[src/flag_branch_params.svh]
`ifndef FLAG_BRANCH_PARAMS_SVH
`define FLAG_BRANCH_PARAMS_SVH

// ****************************************
// halfword field positions
// ****************************************
`define MAJOR_HI 15
`define MAJOR_LO 11
`define SEL_A_HI 10
`define SEL_A_LO 8
`define SEL_B_HI 7
`define SEL_B_LO 5
`define FUNC_HI 4
`define FUNC_LO 0

// ****************************************
// major opcodes and function codes
// ****************************************
`define OPC_EXTEND 5'h1e
`define OPC_IMM_GROUP 5'h0c
`define OPC_XOR_COMPARE_IMMEDIATE 5'h0e
`define OPC_REG_PAIR 5'h1d
`define FN_BR_ZERO 3'h0
`define FN_BR_NONZERO 3'h1
`define FN_CMP 5'h0a
`define FN_DIV 5'h1a
`define FN_UNSIGNED_QUOTIENT_OP 5'h1b

// ****************************************
// fixed values and counts
// ****************************************
`define FLAG_REG_IDX 5'h18
`define SHORT_NEXT 32'h00000002
`define EXT_NEXT 32'h00000004
`define DIV_STEPS 6'h20
`define RST_WORD 32'h00000000

`endif

[src/flag_branch_pkg.sv]
package flag_branch_pkg;

	typedef enum logic [1:0] {
		ph_idle = 2'b01,
		ph_prefix = 2'b10
	} prefix_state_t;

	typedef enum logic [1:0] {
		div_idle = 2'b01,
		div_run = 2'b10
	} div_state_t;

	typedef enum logic [6:0] {
		op_none = 7'b0000001,
		op_brz = 7'b0000010,
		op_brnz = 7'b0000100,
		op_cmp = 7'b0001000,
		op_xor_compare_immediate = 7'b0010000,
		op_div = 7'b0100000,
		op_unsigned_quotient_op = 7'b1000000
	} op_t;

	typedef struct packed {
		op_t op;
		logic ext;
		logic [2:0] sel_a;
		logic [2:0] sel_b;
		logic [15:0] imm;
		logic [31:0] pc;
	} dec_t;

	typedef struct packed {
		logic en;
		logic [4:0] idx;
		logic [31:0] data;
	} flag_wr_t;

endpackage : flag_branch_pkg

[src/flag_branch_divide_unit.sv]
`timescale 1ns/1ps
`include "flag_branch_params.svh"

module flag_branch_divide_unit (
	input wire logic clk_sys_in,
	input wire logic arst_n_in,
	input wire logic instr_valid_in,
	input wire logic [15:0] instr_half_in,
	input wire logic [31:0] instr_pc_in,
	input wire logic [31:0] src_a_data_in,
	input wire logic [31:0] src_b_data_in,
	input wire logic [31:0] flag_data_in,
	input wire logic hilo_rd_req_in,
	input wire logic hilo_rd_sel_in,
	output logic instr_ready_out,
	output logic [2:0] src_a_sel_out,
	output logic [2:0] src_b_sel_out,
	output logic redirect_out,
	output logic [31:0] redirect_pc_out,
	output flag_branch_pkg::flag_wr_t flag_wr_out,
	output logic div_busy_out,
	output logic hilo_rd_valid_out,
	output logic [31:0] hilo_rd_data_out,
	output logic hilo_stall_out
);

	// ****************************************
	// functions
	// ****************************************
	function automatic logic [31:0] mag32(input logic [31:0] v, input logic sgn);
		return (sgn && v[31]) ? 32'h00000000 - v : v;
	endfunction : mag32

	function automatic flag_branch_pkg::dec_t decode_half(input logic [15:0] h,
			input logic ext, input logic [10:0] pre, input logic [31:0] pc);
		flag_branch_pkg::dec_t d;
		logic [4:0] major;
		d = '0;
		major = h[`MAJOR_HI:`MAJOR_LO];
		d.op = flag_branch_pkg::op_none;
		d.ext = ext;
		d.sel_a = h[`SEL_A_HI:`SEL_A_LO];
		d.sel_b = h[`SEL_B_HI:`SEL_B_LO];
		d.pc = pc;
		d.imm = ext ? {pre[4:0], pre[10:5], h[4:0]} : {8'h00, h[7:0]};
		if (major == `OPC_IMM_GROUP && h[`SEL_A_HI:`SEL_A_LO] == `FN_BR_ZERO) begin
			d.op = flag_branch_pkg::op_brz;
		end else if (major == `OPC_IMM_GROUP && h[`SEL_A_HI:`SEL_A_LO] == `FN_BR_NONZERO) begin
			d.op = flag_branch_pkg::op_brnz;
		end else if (major == `OPC_XOR_COMPARE_IMMEDIATE) begin
			d.op = flag_branch_pkg::op_xor_compare_immediate;
		end else if (!ext && major == `OPC_REG_PAIR) begin
			if (h[`FUNC_HI:`FUNC_LO] == `FN_CMP) begin
				d.op = flag_branch_pkg::op_cmp;
			end else if (h[`FUNC_HI:`FUNC_LO] == `FN_DIV) begin
				d.op = flag_branch_pkg::op_div;
			end else if (h[`FUNC_HI:`FUNC_LO] == `FN_UNSIGNED_QUOTIENT_OP) begin
				d.op = flag_branch_pkg::op_unsigned_quotient_op;
			end
		end
		return d;
	endfunction : decode_half

	// ****************************************
	// declarations
	// ****************************************
	flag_branch_pkg::prefix_state_t ph_ff;
	flag_branch_pkg::div_state_t div_st_ff;
	flag_branch_pkg::dec_t dec_ff;
	flag_branch_pkg::dec_t nxt_dec;
	logic [10:0] pre_ff;
	logic [31:0] pre_pc_ff;
	logic dec_vld_ff;
	logic nxt_dec_vld;
	logic ready_ff;
	logic nxt_ready;
	logic accept;
	logic is_prefix;
	logic dec_is_div;
	logic nxt_is_div;
	logic hold;
	logic ex_fire;
	logic div_start;
	logic flag_zero;
	logic [31:0] br_offset;
	logic [31:0] br_target;
	logic redirect_ff;
	logic [31:0] redirect_pc_ff;
	flag_branch_pkg::flag_wr_t flag_wr_ff;
	logic busy_ff;
	logic [5:0] cnt_ff;
	logic [31:0] rem_ff;
	logic [31:0] quo_ff;
	logic [31:0] dvs_ff;
	logic neg_q_ff;
	logic neg_r_ff;
	logic signed_ff;
	logic [31:0] op_a_ff;
	logic [31:0] op_b_ff;
	logic [32:0] rem_sh;
	logic [32:0] diff;
	logic [31:0] nxt_rem;
	logic [31:0] nxt_quo;
	logic finish;
	logic div_done_ff;
	logic [31:0] quotient_reg_ff;
	logic [31:0] remainder_reg_ff;
	logic rd_pend_ff;
	logic rd_sel_ff;
	logic rd_ack;
	logic rd_valid_ff;
	logic [31:0] rd_data_ff;

	// ****************************************
	// halfword pairing and decode stage
	// ****************************************
	assign accept = instr_valid_in && ready_ff;
	assign is_prefix = (ph_ff == flag_branch_pkg::ph_idle) &&
		(instr_half_in[`MAJOR_HI:`MAJOR_LO] == `OPC_EXTEND);
	assign dec_is_div = (dec_ff.op == flag_branch_pkg::op_div) ||
		(dec_ff.op == flag_branch_pkg::op_unsigned_quotient_op);
	assign hold = dec_vld_ff && dec_is_div && busy_ff;
	assign ex_fire = dec_vld_ff && !hold;

	always_ff @(posedge clk_sys_in or negedge arst_n_in) begin
		if (!arst_n_in) begin
			ph_ff <= flag_branch_pkg::ph_idle;
			pre_ff <= 11'h000;
			pre_pc_ff <= `RST_WORD;
		end else if (accept) begin
			if (is_prefix) begin
				ph_ff <= flag_branch_pkg::ph_prefix;
				pre_ff <= instr_half_in[10:0];
				pre_pc_ff <= instr_pc_in;
			end else begin
				ph_ff <= flag_branch_pkg::ph_idle;
			end
		end
	end

	always_comb begin
		nxt_dec = dec_ff;
		nxt_dec_vld = 1'b0;
		if (hold) begin
			nxt_dec_vld = 1'b1;
		end else if (accept && !is_prefix) begin
			// the pair reports the prefix address as its own
			nxt_dec = decode_half(instr_half_in, ph_ff == flag_branch_pkg::ph_prefix, pre_ff,
				(ph_ff == flag_branch_pkg::ph_prefix) ? pre_pc_ff : instr_pc_in);
			nxt_dec_vld = (nxt_dec.op != flag_branch_pkg::op_none);
		end
		nxt_is_div = (nxt_dec.op == flag_branch_pkg::op_div) ||
			(nxt_dec.op == flag_branch_pkg::op_unsigned_quotient_op);
		nxt_ready = !(nxt_dec_vld && nxt_is_div && (busy_ff || div_start));
	end

	always_ff @(posedge clk_sys_in or negedge arst_n_in) begin
		if (!arst_n_in) begin
			dec_ff <= '0;
			dec_vld_ff <= 1'b0;
			ready_ff <= 1'b1;
		end else begin
			dec_ff <= nxt_dec;
			dec_vld_ff <= nxt_dec_vld;
			ready_ff <= nxt_ready;
		end
	end

	// ****************************************
	// branch and compare execution
	// ****************************************
	assign flag_zero = (flag_data_in == `RST_WORD);
	assign br_offset = dec_ff.ext ? {{15{dec_ff.imm[15]}}, dec_ff.imm, 1'b0} :
		{{23{dec_ff.imm[7]}}, dec_ff.imm[7:0], 1'b0};
	assign br_target = dec_ff.pc + (dec_ff.ext ? `EXT_NEXT : `SHORT_NEXT) + br_offset;

	always_ff @(posedge clk_sys_in or negedge arst_n_in) begin
		if (!arst_n_in) begin
			redirect_ff <= 1'b0;
			redirect_pc_ff <= `RST_WORD;
		end else begin
			redirect_ff <= ex_fire && (((dec_ff.op == flag_branch_pkg::op_brz) && flag_zero) ||
				((dec_ff.op == flag_branch_pkg::op_brnz) && !flag_zero));
			if (ex_fire) begin
				redirect_pc_ff <= br_target;
			end
		end
	end

	always_ff @(posedge clk_sys_in or negedge arst_n_in) begin
		if (!arst_n_in) begin
			flag_wr_ff <= '0;
		end else begin
			flag_wr_ff.idx <= `FLAG_REG_IDX;
			flag_wr_ff.en <= 1'b0;
			if (ex_fire && dec_ff.op == flag_branch_pkg::op_cmp) begin
				flag_wr_ff.en <= 1'b1;
				flag_wr_ff.data <= src_a_data_in ^ src_b_data_in;
			end else if (ex_fire && dec_ff.op == flag_branch_pkg::op_xor_compare_immediate) begin
				flag_wr_ff.en <= 1'b1;
				flag_wr_ff.data <= src_a_data_in ^ {16'h0000, dec_ff.imm};
			end
		end
	end

	// ****************************************
	// background divider
	// ****************************************
	assign div_start = ex_fire && dec_is_div;
	assign rem_sh = {rem_ff, quo_ff[31]};
	assign diff = rem_sh - {1'b0, dvs_ff};
	assign nxt_rem = diff[32] ? rem_sh[31:0] : diff[31:0];
	assign nxt_quo = {quo_ff[30:0], ~diff[32]};
	assign finish = (div_st_ff == flag_branch_pkg::div_run) && (cnt_ff == `DIV_STEPS - 6'h01);

	always_ff @(posedge clk_sys_in or negedge arst_n_in) begin
		if (!arst_n_in) begin
			div_st_ff <= flag_branch_pkg::div_idle;
			busy_ff <= 1'b0;
			cnt_ff <= 6'h00;
			rem_ff <= `RST_WORD;
			quo_ff <= `RST_WORD;
			dvs_ff <= `RST_WORD;
			neg_q_ff <= 1'b0;
			neg_r_ff <= 1'b0;
			signed_ff <= 1'b0;
			op_a_ff <= `RST_WORD;
			op_b_ff <= `RST_WORD;
		end else begin
			unique case (div_st_ff)
				flag_branch_pkg::div_idle: begin
					if (div_start) begin
						signed_ff <= (dec_ff.op == flag_branch_pkg::op_div);
						op_a_ff <= src_a_data_in;
						op_b_ff <= src_b_data_in;
						quo_ff <= mag32(src_a_data_in, dec_ff.op == flag_branch_pkg::op_div);
						dvs_ff <= mag32(src_b_data_in, dec_ff.op == flag_branch_pkg::op_div);
						neg_q_ff <= (dec_ff.op == flag_branch_pkg::op_div) &&
							(src_a_data_in[31] ^ src_b_data_in[31]);
						neg_r_ff <= (dec_ff.op == flag_branch_pkg::op_div) && src_a_data_in[31];
						rem_ff <= `RST_WORD;
						cnt_ff <= 6'h00;
						busy_ff <= 1'b1;
						div_st_ff <= flag_branch_pkg::div_run;
					end
				end
				flag_branch_pkg::div_run: begin
					// zero divisor just runs its fixed count, no trap path exists
					rem_ff <= nxt_rem;
					quo_ff <= nxt_quo;
					cnt_ff <= cnt_ff + 6'h01;
					if (finish) begin
						busy_ff <= 1'b0;
						div_st_ff <= flag_branch_pkg::div_idle;
					end
				end
			endcase
		end
	end

	always_ff @(posedge clk_sys_in or negedge arst_n_in) begin
		if (!arst_n_in) begin
			quotient_reg_ff <= `RST_WORD;
			remainder_reg_ff <= `RST_WORD;
			div_done_ff <= 1'b0;
		end else begin
			div_done_ff <= finish;
			if (finish) begin
				quotient_reg_ff <= neg_q_ff ? `RST_WORD - nxt_quo : nxt_quo;
				remainder_reg_ff <= neg_r_ff ? `RST_WORD - nxt_rem : nxt_rem;
			end
		end
	end

	// ****************************************
	// quotient and remainder reads
	// ****************************************
	assign rd_ack = (hilo_rd_req_in || rd_pend_ff) && !busy_ff;

	always_ff @(posedge clk_sys_in or negedge arst_n_in) begin
		if (!arst_n_in) begin
			rd_pend_ff <= 1'b0;
			rd_sel_ff <= 1'b0;
			rd_valid_ff <= 1'b0;
			rd_data_ff <= `RST_WORD;
		end else begin
			rd_pend_ff <= (hilo_rd_req_in || rd_pend_ff) && busy_ff;
			if (hilo_rd_req_in && !rd_pend_ff) begin
				rd_sel_ff <= hilo_rd_sel_in;
			end
			rd_valid_ff <= rd_ack;
			if (rd_ack) begin
				rd_data_ff <= (rd_pend_ff ? rd_sel_ff : hilo_rd_sel_in) ?
					remainder_reg_ff : quotient_reg_ff;
			end
		end
	end

	// ****************************************
	// outputs
	// ****************************************
	assign instr_ready_out = ready_ff;
	assign src_a_sel_out = dec_ff.sel_a;
	assign src_b_sel_out = dec_ff.sel_b;
	assign redirect_out = redirect_ff;
	assign redirect_pc_out = redirect_pc_ff;
	assign flag_wr_out = flag_wr_ff;
	assign div_busy_out = busy_ff;
	assign hilo_rd_valid_out = rd_valid_ff;
	assign hilo_rd_data_out = rd_data_ff;
	assign hilo_stall_out = rd_pend_ff;
endmodule : flag_branch_divide_unit

[config.mk]
export PLATFORM = sky130hd
export DESIGN_NAME = flag_branch_divide_unit
export DESIGN_NICKNAME = d
export VERILOG_FILES = /design/src/flag_branch_pkg.sv /design/src/flag_branch_divide_unit.sv
export VERILOG_INCLUDE_DIRS = /design/src /design/src/src
export SDC_FILE = /design/constraint.sdc
export NUM_CORES = 1
export LEC_CHECK = 0
export BUFFER_PORTS_ARGS = -buffer_cell sky130_fd_sc_hd__buf_2
export CAP_MARGIN = 20
export CORE_MARGIN = 5
export CORE_UTILIZATION = 35
export CTS_CLUSTER_DIAMETER = 80
export CTS_CLUSTER_SIZE = 24
export DETAILED_ROUTE_END_ITERATION = 10
export SLEW_MARGIN = 15
export SYNTH_ARGS = -nofsm -noshare
export SYNTH_HDL_FRONTEND = slang
export SYNTH_SLANG_ARGS = --single-unit
[constraint.sdc]
create_clock -name clk_sys_in -period 13.2 [get_ports clk_sys_in]
set_clock_uncertainty 0.05 [all_clocks]
set_input_delay 1.32 -clock clk_sys_in [delete_from_list [all_inputs] [get_ports clk_sys_in]]
set_output_delay 1.32 -clock clk_sys_in [all_outputs]
set_load 0.03 [all_outputs]
==> results.sh, run 1 <==
export IMPL_status="finished clean"
export IMPL_fp_dieArea_sq_mm=0.06947
export IMPL_cts_root_buf="clkbuf_16"
export IMPL_ctsHoldBuffers=0
export IMPL_peakVddDrop_mv=0.09284
export IMPL_antenna_found_initial=15
export IMPL_grt_max_degree=126
export IMPL_drv_cap=0
export IMPL_yosys_area_top_type="dfrtp_1"
export IMPL_grt_usage_pct=19.44
export IMPL_ys_top_cells_by_count="nand2_1, dfrtp_1, o21ai_0"
export IMPL_remaining_drc_errors=0
export IMPL_drive_gt1_share_pct=15.68
export IMPL_fin_setup_tns_ps=0
export IMPL_die_y_microns=263.6
export IMPL_ys_async_sr_fraction_pct=100.0
export IMPL_synth_edf_count=0
export IMPL_powerDensity_mw_per_mm2=173.6
export IMPL_initial_core_util_pct=35.10
export IMPL_cts_sinks=381
export IMPL_critPathArrivalTime_ps=6310
export IMPL_cp_startpoint="quo_ff[31]"
export IMPL_fmax_mhz=170.3
export IMPL_num_rows=93
export IMPL_hp_start="dvs_ff[22]"
export IMPL_numCtsBuffers=26
export IMPL_m1WireLength_microns=32750
export IMPL_die_x_microns=263.6
export IMPL_ys_seq_area_share_pct=42.38
export IMPL_cts_resized=0
export IMPL_r2r_start="quo_ff[31]"
export IMPL_maxSlewHeadroom_pct=32.45
export IMPL_synth_flop_cell="dfrtp_1"
export IMPL_synth_top_area_share_pct=42.03
export IMPL_totalWireLength_microns=70470
export IMPL_htreeDepth=1
export IMPL_holdCritPathClass="reg -> reg"
export IMPL_wl_met3_microns=4409
export IMPL_path_max_fanout=47
export IMPL_synthTopCellsByArea="dfrtp_1, o21ai_0, nand2_1"
export IMPL_synth_seq_cells=381
export IMPL_dr_pass1_iters=7
export IMPL_synth_most_common_cell="nand2_1"
export IMPL_fin_crit_sh_pct=44.48
export IMPL_startpoint_type="flop"
export IMPL_yosys_warnings=0
export IMPL_ys_types=77
export IMPL_overflow=0
export IMPL_pre_cts_slack_ps=7410
export IMPL_path_clk_slew_ps=90
export IMPL_nFillCells=6398
export IMPL_rsz0062_at_grt="no"
export IMPL_tightest_slew_ps=1013
export IMPL_vias=18900
export IMPL_worst_slack_ps=7329
export IMPL_min_period_ps=5871
export IMPL_avgSynthCellArea_sq_um=9.155
export IMPL_gp_congestion=0.9174
export IMPL_viasPerCell=5.389
export IMPL_insertion_delay_ps=610
export IMPL_syn_area_sq_mm=0.02250
export IMPL_fin_total_pwr_mw=4.435
export IMPL_finalHoldViolations=0
export IMPL_grt_first_pass_wirelength_microns=109100
export IMPL_core_area_sq_mm=0.06412
export IMPL_cts_setup_buffers=0
export IMPL_hpwl_microns=54420
export IMPL_ff2ff_setup_slack_ps=7330
export IMPL_area_delta_synth_final_pct=13.52
export IMPL_met2_length_microns=31640
export IMPL_worst_setup_path_end_kind="flop"
export IMPL_synthCells=2458
export IMPL_crit_type="reg -> reg"
export IMPL_wire_per_inst_microns=20.10
export IMPL_setup_viol=0
export IMPL_crit_required_ps=13640
export IMPL_io_buffer_count=258
export IMPL_cts_buffer_depth=3
export IMPL_cts_tree="built"
export IMPL_drt_iter0_drc=1413
export IMPL_antenna_left=0
export IMPL_pin_count=262
export IMPL_nets=2876
export IMPL_power_leakage_nw=11.85
export IMPL_final_max_slew_viol_count=0
export IMPL_grt_pass1_vias=18240
export IMPL_top_layer="met5"
registers in the layout (all words and copies together) (netlist names), 2 cells and up:
name              count
cnt_ff                6
dec_ff               56
div_st_ff             2
dvs_ff               32
flag_wr_out          34
hilo_rd_data_out     32
ph_ff                 2
pre_ff               11
pre_pc_ff            32
quo_ff               32
quotient_reg_ff      32
redirect_pc_out      32
rem_ff               32
remainder_reg_ff     32
src_a_sel_out         3
src_b_sel_out         3
final timing paths:
check | endpoint | cells after the start
max reg2reg | quotient_reg_ff[30] | 21
min in group asynchronous | rem_ff[2] | 1
max | quotient_reg_ff[30] | 21
min | dvs_ff[22] | 2
max in group asynchronous | dec_ff[40] | 2
min reg2reg | dvs_ff[22] | 2
cell usage in the layout, fill, tap and decap left out, drive strengths merged, types with 33 or more instances in the layout:
master,n
nor2,89
inv,74
o21ai,378
nor3,37
xnor2,73
mux2,61
ha,94
nand2,407
buf,280
a21oi,83
dfrtp,378
o31ai,36
mux2i,109
a22oi,33
xor2,127
metrics by stage:
step                      cell area (sq um)  std cells  hold slack (ps)  util, %
after global routing                  25540       3505            449.4    39.84
after CTS                             25430       3496            435.4    39.66
after global placement                24490       3450            412.2    38.20
after detailed placement              24490       3450            415.0    38.20
after floorplan                       22510       2460            396.0        -
final                                 25550       3507            429.7    39.85
critical path, stage by stage, from the launching register on:
cell,delay (ps)
dfrtp_1,410
inv_1,60
ha_1,220
fa_1,400
nand2b_1,200
a211oi_2,370
o211ai_1,210
a31oi_1,370
o21a_2,370
nor2_8,200
inv_2,680
ha_1,320
nand2b_1,130
nand2b_1,200
nand2b_1,220
nand2b_1,210
or2_2,350
o21ai_1,210
nand2_1,120
a21oi_1,160
xor2_1,170
o21ai_1,70
power breakdown:
| group | leakage [nW] | internal (mW) | total [mW] | switching [mW] |
|---|---|---|---|---|
| clock | 0.439 | 0.422 | 0.915 | 0.494 |
| combinational | 6.80 | 0.659 | 1.88 | 1.22 |
| sequential | 4.61 | 1.39 | 1.64 | 0.251 |
per-layer routing:
layer	track usage (%)	vias up
met3	3.140	86
met1	28.37	9209
li1	-	9028
met5	0	-
met4	4.204	12
met2	30.63	563
cell families after synthesis:
| kind of cell | after synthesis | share of synthesized area [%] |
|---|---|---|
| and+or+nand+nor | 718 | 14.49 |
| AOI/OAI and AO/OA | 680 | 18.06 |
| DFF | 381 | 42.38 |
| buffers and inverters | 209 | 3.758 |
| xor gates and xnor gates | 200 | 7.784 |
| muxes | 170 | 7.901 |
| adders and majority gates | 98 | 5.582 |
| other | 2 | 0.03337 |
area by class of cell:
| type | instances | area, sq um | area share, % |
|---|---|---|---|
| clock inverters | 17 | 251.5 | 0.9844 |
| flip-flops and latches | 381 | 9538 | 37.33 |
| diodes | 5 | 12.51 | 0.04898 |
| clock buffers | 29 | 681.9 | 2.669 |
| well taps | 855 | 1070 | 4.187 |
| inverters | 68 | 255.2 | 0.9991 |
| multi-input cells | 1870 | 12190 | 47.73 |
| repair buffers | 282 | 1545 | 6.049 |
No activity file was read; power rests on OpenSTA's default activity.
==> run 2: changes to the inputs <==
- clock period: 13.2 -> 6.1 ns (I/O delays scaled with it)
==> results.sh, run 2 (synthesis gave the netlist of run 1 again) <==
export IMPL_cts_tree="built"
export IMPL_crit_top_cell="buf_4"
export IMPL_grt_pass1_vias=18420
export IMPL_path_clk_slew_ps=80
export IMPL_final_max_slew_viol_count=0
export IMPL_grt_max_degree=174
export IMPL_grt_usage_pct=19.36
export IMPL_crit_required_ps=6590
export IMPL_antenna_left=0
export IMPL_nets=2883
export IMPL_power_leakage_nw=11.90
export IMPL_remaining_drc_errors=0
export IMPL_switching_power_mw=4.271
export IMPL_crit_chain="inv_1 > ha_1 > fa_1 > nand2b_1 > a211oi_2 > o211ai_1 > a31oi_1 > nor3_2 > nor2_8 > inv_2 > buf_4 > buf_4 > o31ai_1 > nand4_1 > or2_0 > or4_1 > nand3_1"
export IMPL_critical_path_max_stage_delay_ps=550
export IMPL_rr_worst_depth=17
export IMPL_antenna_found_initial=17
export IMPL_status="finished with violations"
export IMPL_fmax_mhz=183.0
export IMPL_totalWireLength_microns=70260
export IMPL_io_buffer_count=258
export IMPL_grt_first_pass_wirelength_microns=109000
export IMPL_dr_pass1_iters=5
export IMPL_final_util_pct=40.03
export IMPL_overflow=0
export IMPL_cts_setup_buffers=0
export IMPL_vias=18790
export IMPL_drv_cap=0
export IMPL_area_delta_synth_final_pct=14.06
export IMPL_p_sw_share_pct=44.16
export IMPL_peakVddDrop_mv=0.2542
export IMPL_violations="hold timing"
export IMPL_drt_iter0_drc=1504
export IMPL_cpMaxStageDelayCell="nor2_8"
export IMPL_viasPerCell=5.341
export IMPL_die_y_microns=263.6
export IMPL_layout_common_cells="nand2_1, dfrtp_1, o21ai_0"
export IMPL_numCtsBuffers=27
export IMPL_crit_type="reg -> reg"
export IMPL_initial_core_util_pct=35.10
export IMPL_fin_setup_tns_ps=0
export IMPL_rsz0062_at_grt="no"
export IMPL_fp_dieArea_sq_mm=0.06947
export IMPL_insertion_delay_ps=620
export IMPL_finalHoldViolations=4
export IMPL_critPathArrivalTime_ps=5960
export IMPL_regMostFlops="dec_ff"
export IMPL_tightest_slew_ps=950.5
export IMPL_nFillCells=6443
export IMPL_fin_crit_sh_pct=89.58
export IMPL_cts_resized=0
export IMPL_setup_viol=0
export IMPL_core_area_sq_mm=0.06412
export IMPL_largest_reg_flops=56
export IMPL_clockPowerShare_pct=21.1
export IMPL_cts_root_buf="clkbuf_16"
export IMPL_path_max_fanout=28
export IMPL_min_period_ps=5464
export IMPL_fin_hold_ws_ps=-14.74
export IMPL_cts_buffer_depth=3
export IMPL_gp_congestion=0.9104
export IMPL_cts_sinks=381
export IMPL_hpwl_microns=54440
export IMPL_p_seq_share_pct=36.6
export IMPL_num_rows=93
export IMPL_drive_gt1_share_pct=16.00
export IMPL_startpoint_type="flop"
export IMPL_worst_setup_path_end_kind="flop"
export IMPL_htreeDepth=1
export IMPL_wire_per_inst_microns=19.97
export IMPL_combPwrFrac_pct=42.3
export IMPL_powerDensity_mw_per_mm2=376.9
export IMPL_die_x_microns=263.6
export IMPL_p_int_mw=5.401
export IMPL_ctsHoldBuffers=0
export IMPL_pin_count=262
export IMPL_holdCritPathClass="in -> async"
export IMPL_maxSlewHeadroom_pct=36.63
export IMPL_mostFrequentLayoutCell="nand2_1"
==> run 2: changes by cell type in the layout (fill, tap and decap cells not counted), sizes merged <==
cell	change
inv	+2
bufinv	-1
buf	+8
dlymetal6s2s	-1
clkbuf	+2
diode	+2
clkinvlp	-1
==> run 2: stage by stage <==
step / setup WS, ps / cells / cell area, sq um / total power, mW / hold slack, ps
finish: 635.9 / 3518 / 25670 / 9.673 / -14.74
global route: 296.4 / 3512 / 25650 / 10.26 / 56.06
CTS: 664.3 / 3507 / 25550 / 9.681 / 28.28
detailed placement: 691.8 / 3458 / 24560 / 7.619 / 415.5
global placement: 824.9 / 3458 / 24560 / 7.560 / 410.8
floorplan: 788.6 / 2460 / 22510 / 6.220 / 264.4
==> run 2: worst paths after layout <==
check	from	end	slack, ps
worst max-delay path	quo_ff[31]	remainder_reg_ff[31]	640
worst min-delay path	arst_n_in	dvs_ff[5]	-10
worst max register to register	quo_ff[31]	remainder_reg_ff[31]	640
worst min register to register	hilo_rd_data_out[17]	hilo_rd_data_out[17]	430
max in group asynchronous	arst_n_in	dvs_ff[29]	4660
min in group clk_sys_in	instr_half_in[8]	dec_ff[56]	190
==> run 2: worst max-delay path, delay by kind of cell (launching register included) <==
| kind | cells | cell delay, ps |
|---|---|---|
| fa+ha+maj | 2 | 620 |
| simple gates | 7 | 2190 |
| flops | 1 | 400 |
| buf+inv | 4 | 780 |
| compound gates | 4 | 1350 |
==> run 2: final cells by class <==
cell class	instances	area [sq um]	area share [%]
clock inverter	17	250.2	0.9749
inverter	68	255.2	0.9944
tap	855	1070	4.168
multi-input combinational	1870	12200	47.52
sequential	381	9538	37.16
clock buffer	32	734.5	2.861
antenna	7	17.52	0.06825
timing repair buffer	288	1604	6.249
==> run 2: power by group through the flow <==
stage | registers [mW] | logic [mW] | clock network, mW
6_report | 3.54 | 4.09 | 2.04
5_1_grt | 3.60 | 4.47 | 2.19
4_1_cts | 3.53 | 4.06 | 2.09
3_5_place_dp | 3.57 | 4.04 | 0
3_3_place_gp | 3.55 | 4.01 | 0
2_1_floorplan | 3.72 | 2.50 | 0
==> run 2: routing by layer <==
metal  GRT usage, %  wire length, microns
met4          4.780                  2005
met2          30.43                 31110
met3          3.374                  4286
met5              0                   125
met1          27.89                 32730
==> run 3: changes to the inputs <==
- PLACE_DENSITY: default -> 0.52
==> results.sh, run 3 (synthesis gave the netlist of run 1 again) <==
export IMPL_status="finished clean"
export IMPL_cts_sinks=381
export IMPL_drv_cap=0
export IMPL_die_x_microns=263.6
export IMPL_dp_cells=3456
export IMPL_die_y_microns=263.6
export IMPL_antenna_found_initial=29
export IMPL_drt_iter0_drc=1338
export IMPL_gp_congestion=0.9305
export IMPL_grt_usage_pct=20.01
export IMPL_initial_core_util_pct=35.10
export IMPL_cts_setup_buffers=0
export IMPL_overflow=0
export IMPL_worstHoldEndpoint="dec_ff[56]"
export IMPL_io_buffer_count=258
export IMPL_cts_buffer_depth=3
export IMPL_htreeDepth=1
export IMPL_cts_resized=0
export IMPL_r2r_start="quo_ff[31]"
export IMPL_finalHoldViolations=0
export IMPL_viasPerCell=5.356
export IMPL_worst_setup_path_end_kind="flop"
export IMPL_pin_count=262
export IMPL_largest_reg_flops=56
export IMPL_powerDensity_mw_per_mm2=381.6
export IMPL_reg2reg_to="remainder_reg_ff[26]"
export IMPL_totalWireLength_microns=72260
export IMPL_regMostFlops="dec_ff"
export IMPL_remaining_drc_errors=0
export IMPL_path_max_fanout=22
export IMPL_core_area_sq_mm=0.06412
export IMPL_holdCritPathClass="in -> reg"
export IMPL_grt_max_degree=165
export IMPL_num_rows=93
export IMPL_rsz0062_at_grt="no"
export IMPL_numCtsBuffers=30
export IMPL_wire_per_inst_microns=20.50
export IMPL_fmax_mhz=188.6
export IMPL_area_delta_synth_final_pct=14.61
export IMPL_antenna_left=0
export IMPL_startpoint_type="flop"
export IMPL_layout_common_cells="nand2_1, dfrtp_1, o21ai_0"
export IMPL_drive_gt1_share_pct=16.06
export IMPL_crit_type="reg -> reg"
export IMPL_ff2ff_setup_slack_ps=800
export IMPL_min_period_ps=5302
export IMPL_setup_viol=0
export IMPL_insertion_delay_ps=630
export IMPL_hpwl_microns=55530
export IMPL_power_leakage_nw=11.94
export IMPL_dr_pass1_iters=5
export IMPL_cts_root_buf="clkbuf_16"
export IMPL_peakVddDrop_mv=0.2075
export IMPL_final_max_slew_viol_count=0
export IMPL_fin_crit_sh_pct=86.92
export IMPL_min_path_cells=2
export IMPL_grt_first_pass_wirelength_microns=111600
export IMPL_crit_required_ps=6580
export IMPL_fp_dieArea_sq_mm=0.06947
export IMPL_instances_no_fill=3525
export IMPL_critPathArrivalTime_ps=5780
export IMPL_mostFrequentLayoutCell="nand2_1"
export IMPL_nets=2883
export IMPL_hp_start="instr_half_in[8]"
export IMPL_path_clk_slew_ps=100
export IMPL_maxSlewHeadroom_pct=32.82
export IMPL_cts_tree="built"
export IMPL_fin_setup_tns_ps=0
export IMPL_grt_pass1_vias=18380
export IMPL_vias=18880
export IMPL_rr_worst_depth=19
export IMPL_tightest_slew_ps=1008
## run 3: cell types whose count changed in the layout (fill, tap and decap cells not counted), moves of 2 or more
| cell | delta |
|---|---|
| clkbuf_8 | -4 |
| buf_4 | -4 |
| inv_16 | -2 |
| clkinv_8 | +4 |
| inv_8 | +4 |
| clkbuf_16 | +3 |
| diode_2 | +4 |
## run 3: how the worst max path moves through the flow
stage,start,end,slack (ps),cells past startpoint
global route,quo_ff[31],remainder_reg_ff[26],430,19
global placement,quo_ff[31],remainder_reg_ff[26],1020,19
floorplan,quo_ff[31],quotient_reg_ff[30],790,26
finish,quo_ff[31],remainder_reg_ff[26],800,19
detailed placement,quo_ff[31],remainder_reg_ff[26],870,19
CTS,quo_ff[31],remainder_reg_ff[26],840,19
## run 3: cell type report
type	instances	area [sq um]
inverters	68	255.2
fillers	6423	38320
repair buffers	285	1592
clock inverters	25	369.1
well taps	855	1070
multi-input cells	1870	12190
flip-flops and latches	381	9538
clock buffers	30	750.7
diodes	11	27.53
## run 3: repair_timing
action	CTS	global route
hold buffers	1	0
endpoints found under the hold margin	23	0
setup endpoints to repair	0	0
## run 3: where the power goes
part           switching, mW  internal, mW
combinational           2.62          1.45
clock                   1.20          1.04
sequential             0.531          3.00
## run 3: through the flow
step	hold WS [ps]	cell area (sq um)	power, mW	worst slack (ps)	utilization (%)
detailed placement	418.5	24580	7.640	869.7	38.34
global route	146.6	25780	10.46	433.2	40.20
CTS	132.4	25710	9.911	844.5	40.10
floorplan	264.4	22510	6.220	788.6	-
finish	169.8	25790	9.842	798.0	40.23
global placement	411.8	24550	7.579	1024	38.29
## run 3: routing by layer
layer	up-vias	wire (microns)	track usage (%)	part of all wire, %
li1	9059	-	-	-
met1	9224	33400	28.38	46
met2	465	33370	32.34	46
met3	107	3859	3.551	5.3
met4	24	1485	4.091	2.1
met5	-	148	0	0.20
## run 3: worst max-delay path, cell delays in order, from the launching register on
cell      delay, ps
dfrtp_1         410
inv_1            70
ha_1            220
fa_1            400
nand2b_1        190
a211oi_2        390
o211ai_1        230
a31oi_1         320
o21a_2          360
nor2_8           70
inv_2           220
buf_4           290
nor2_1           60
a21oi_1         200
ha_1            250
o21ai_0         170
nand3b_1        390
o31ai_1         490
xnor2_1         120
mux2_2          270
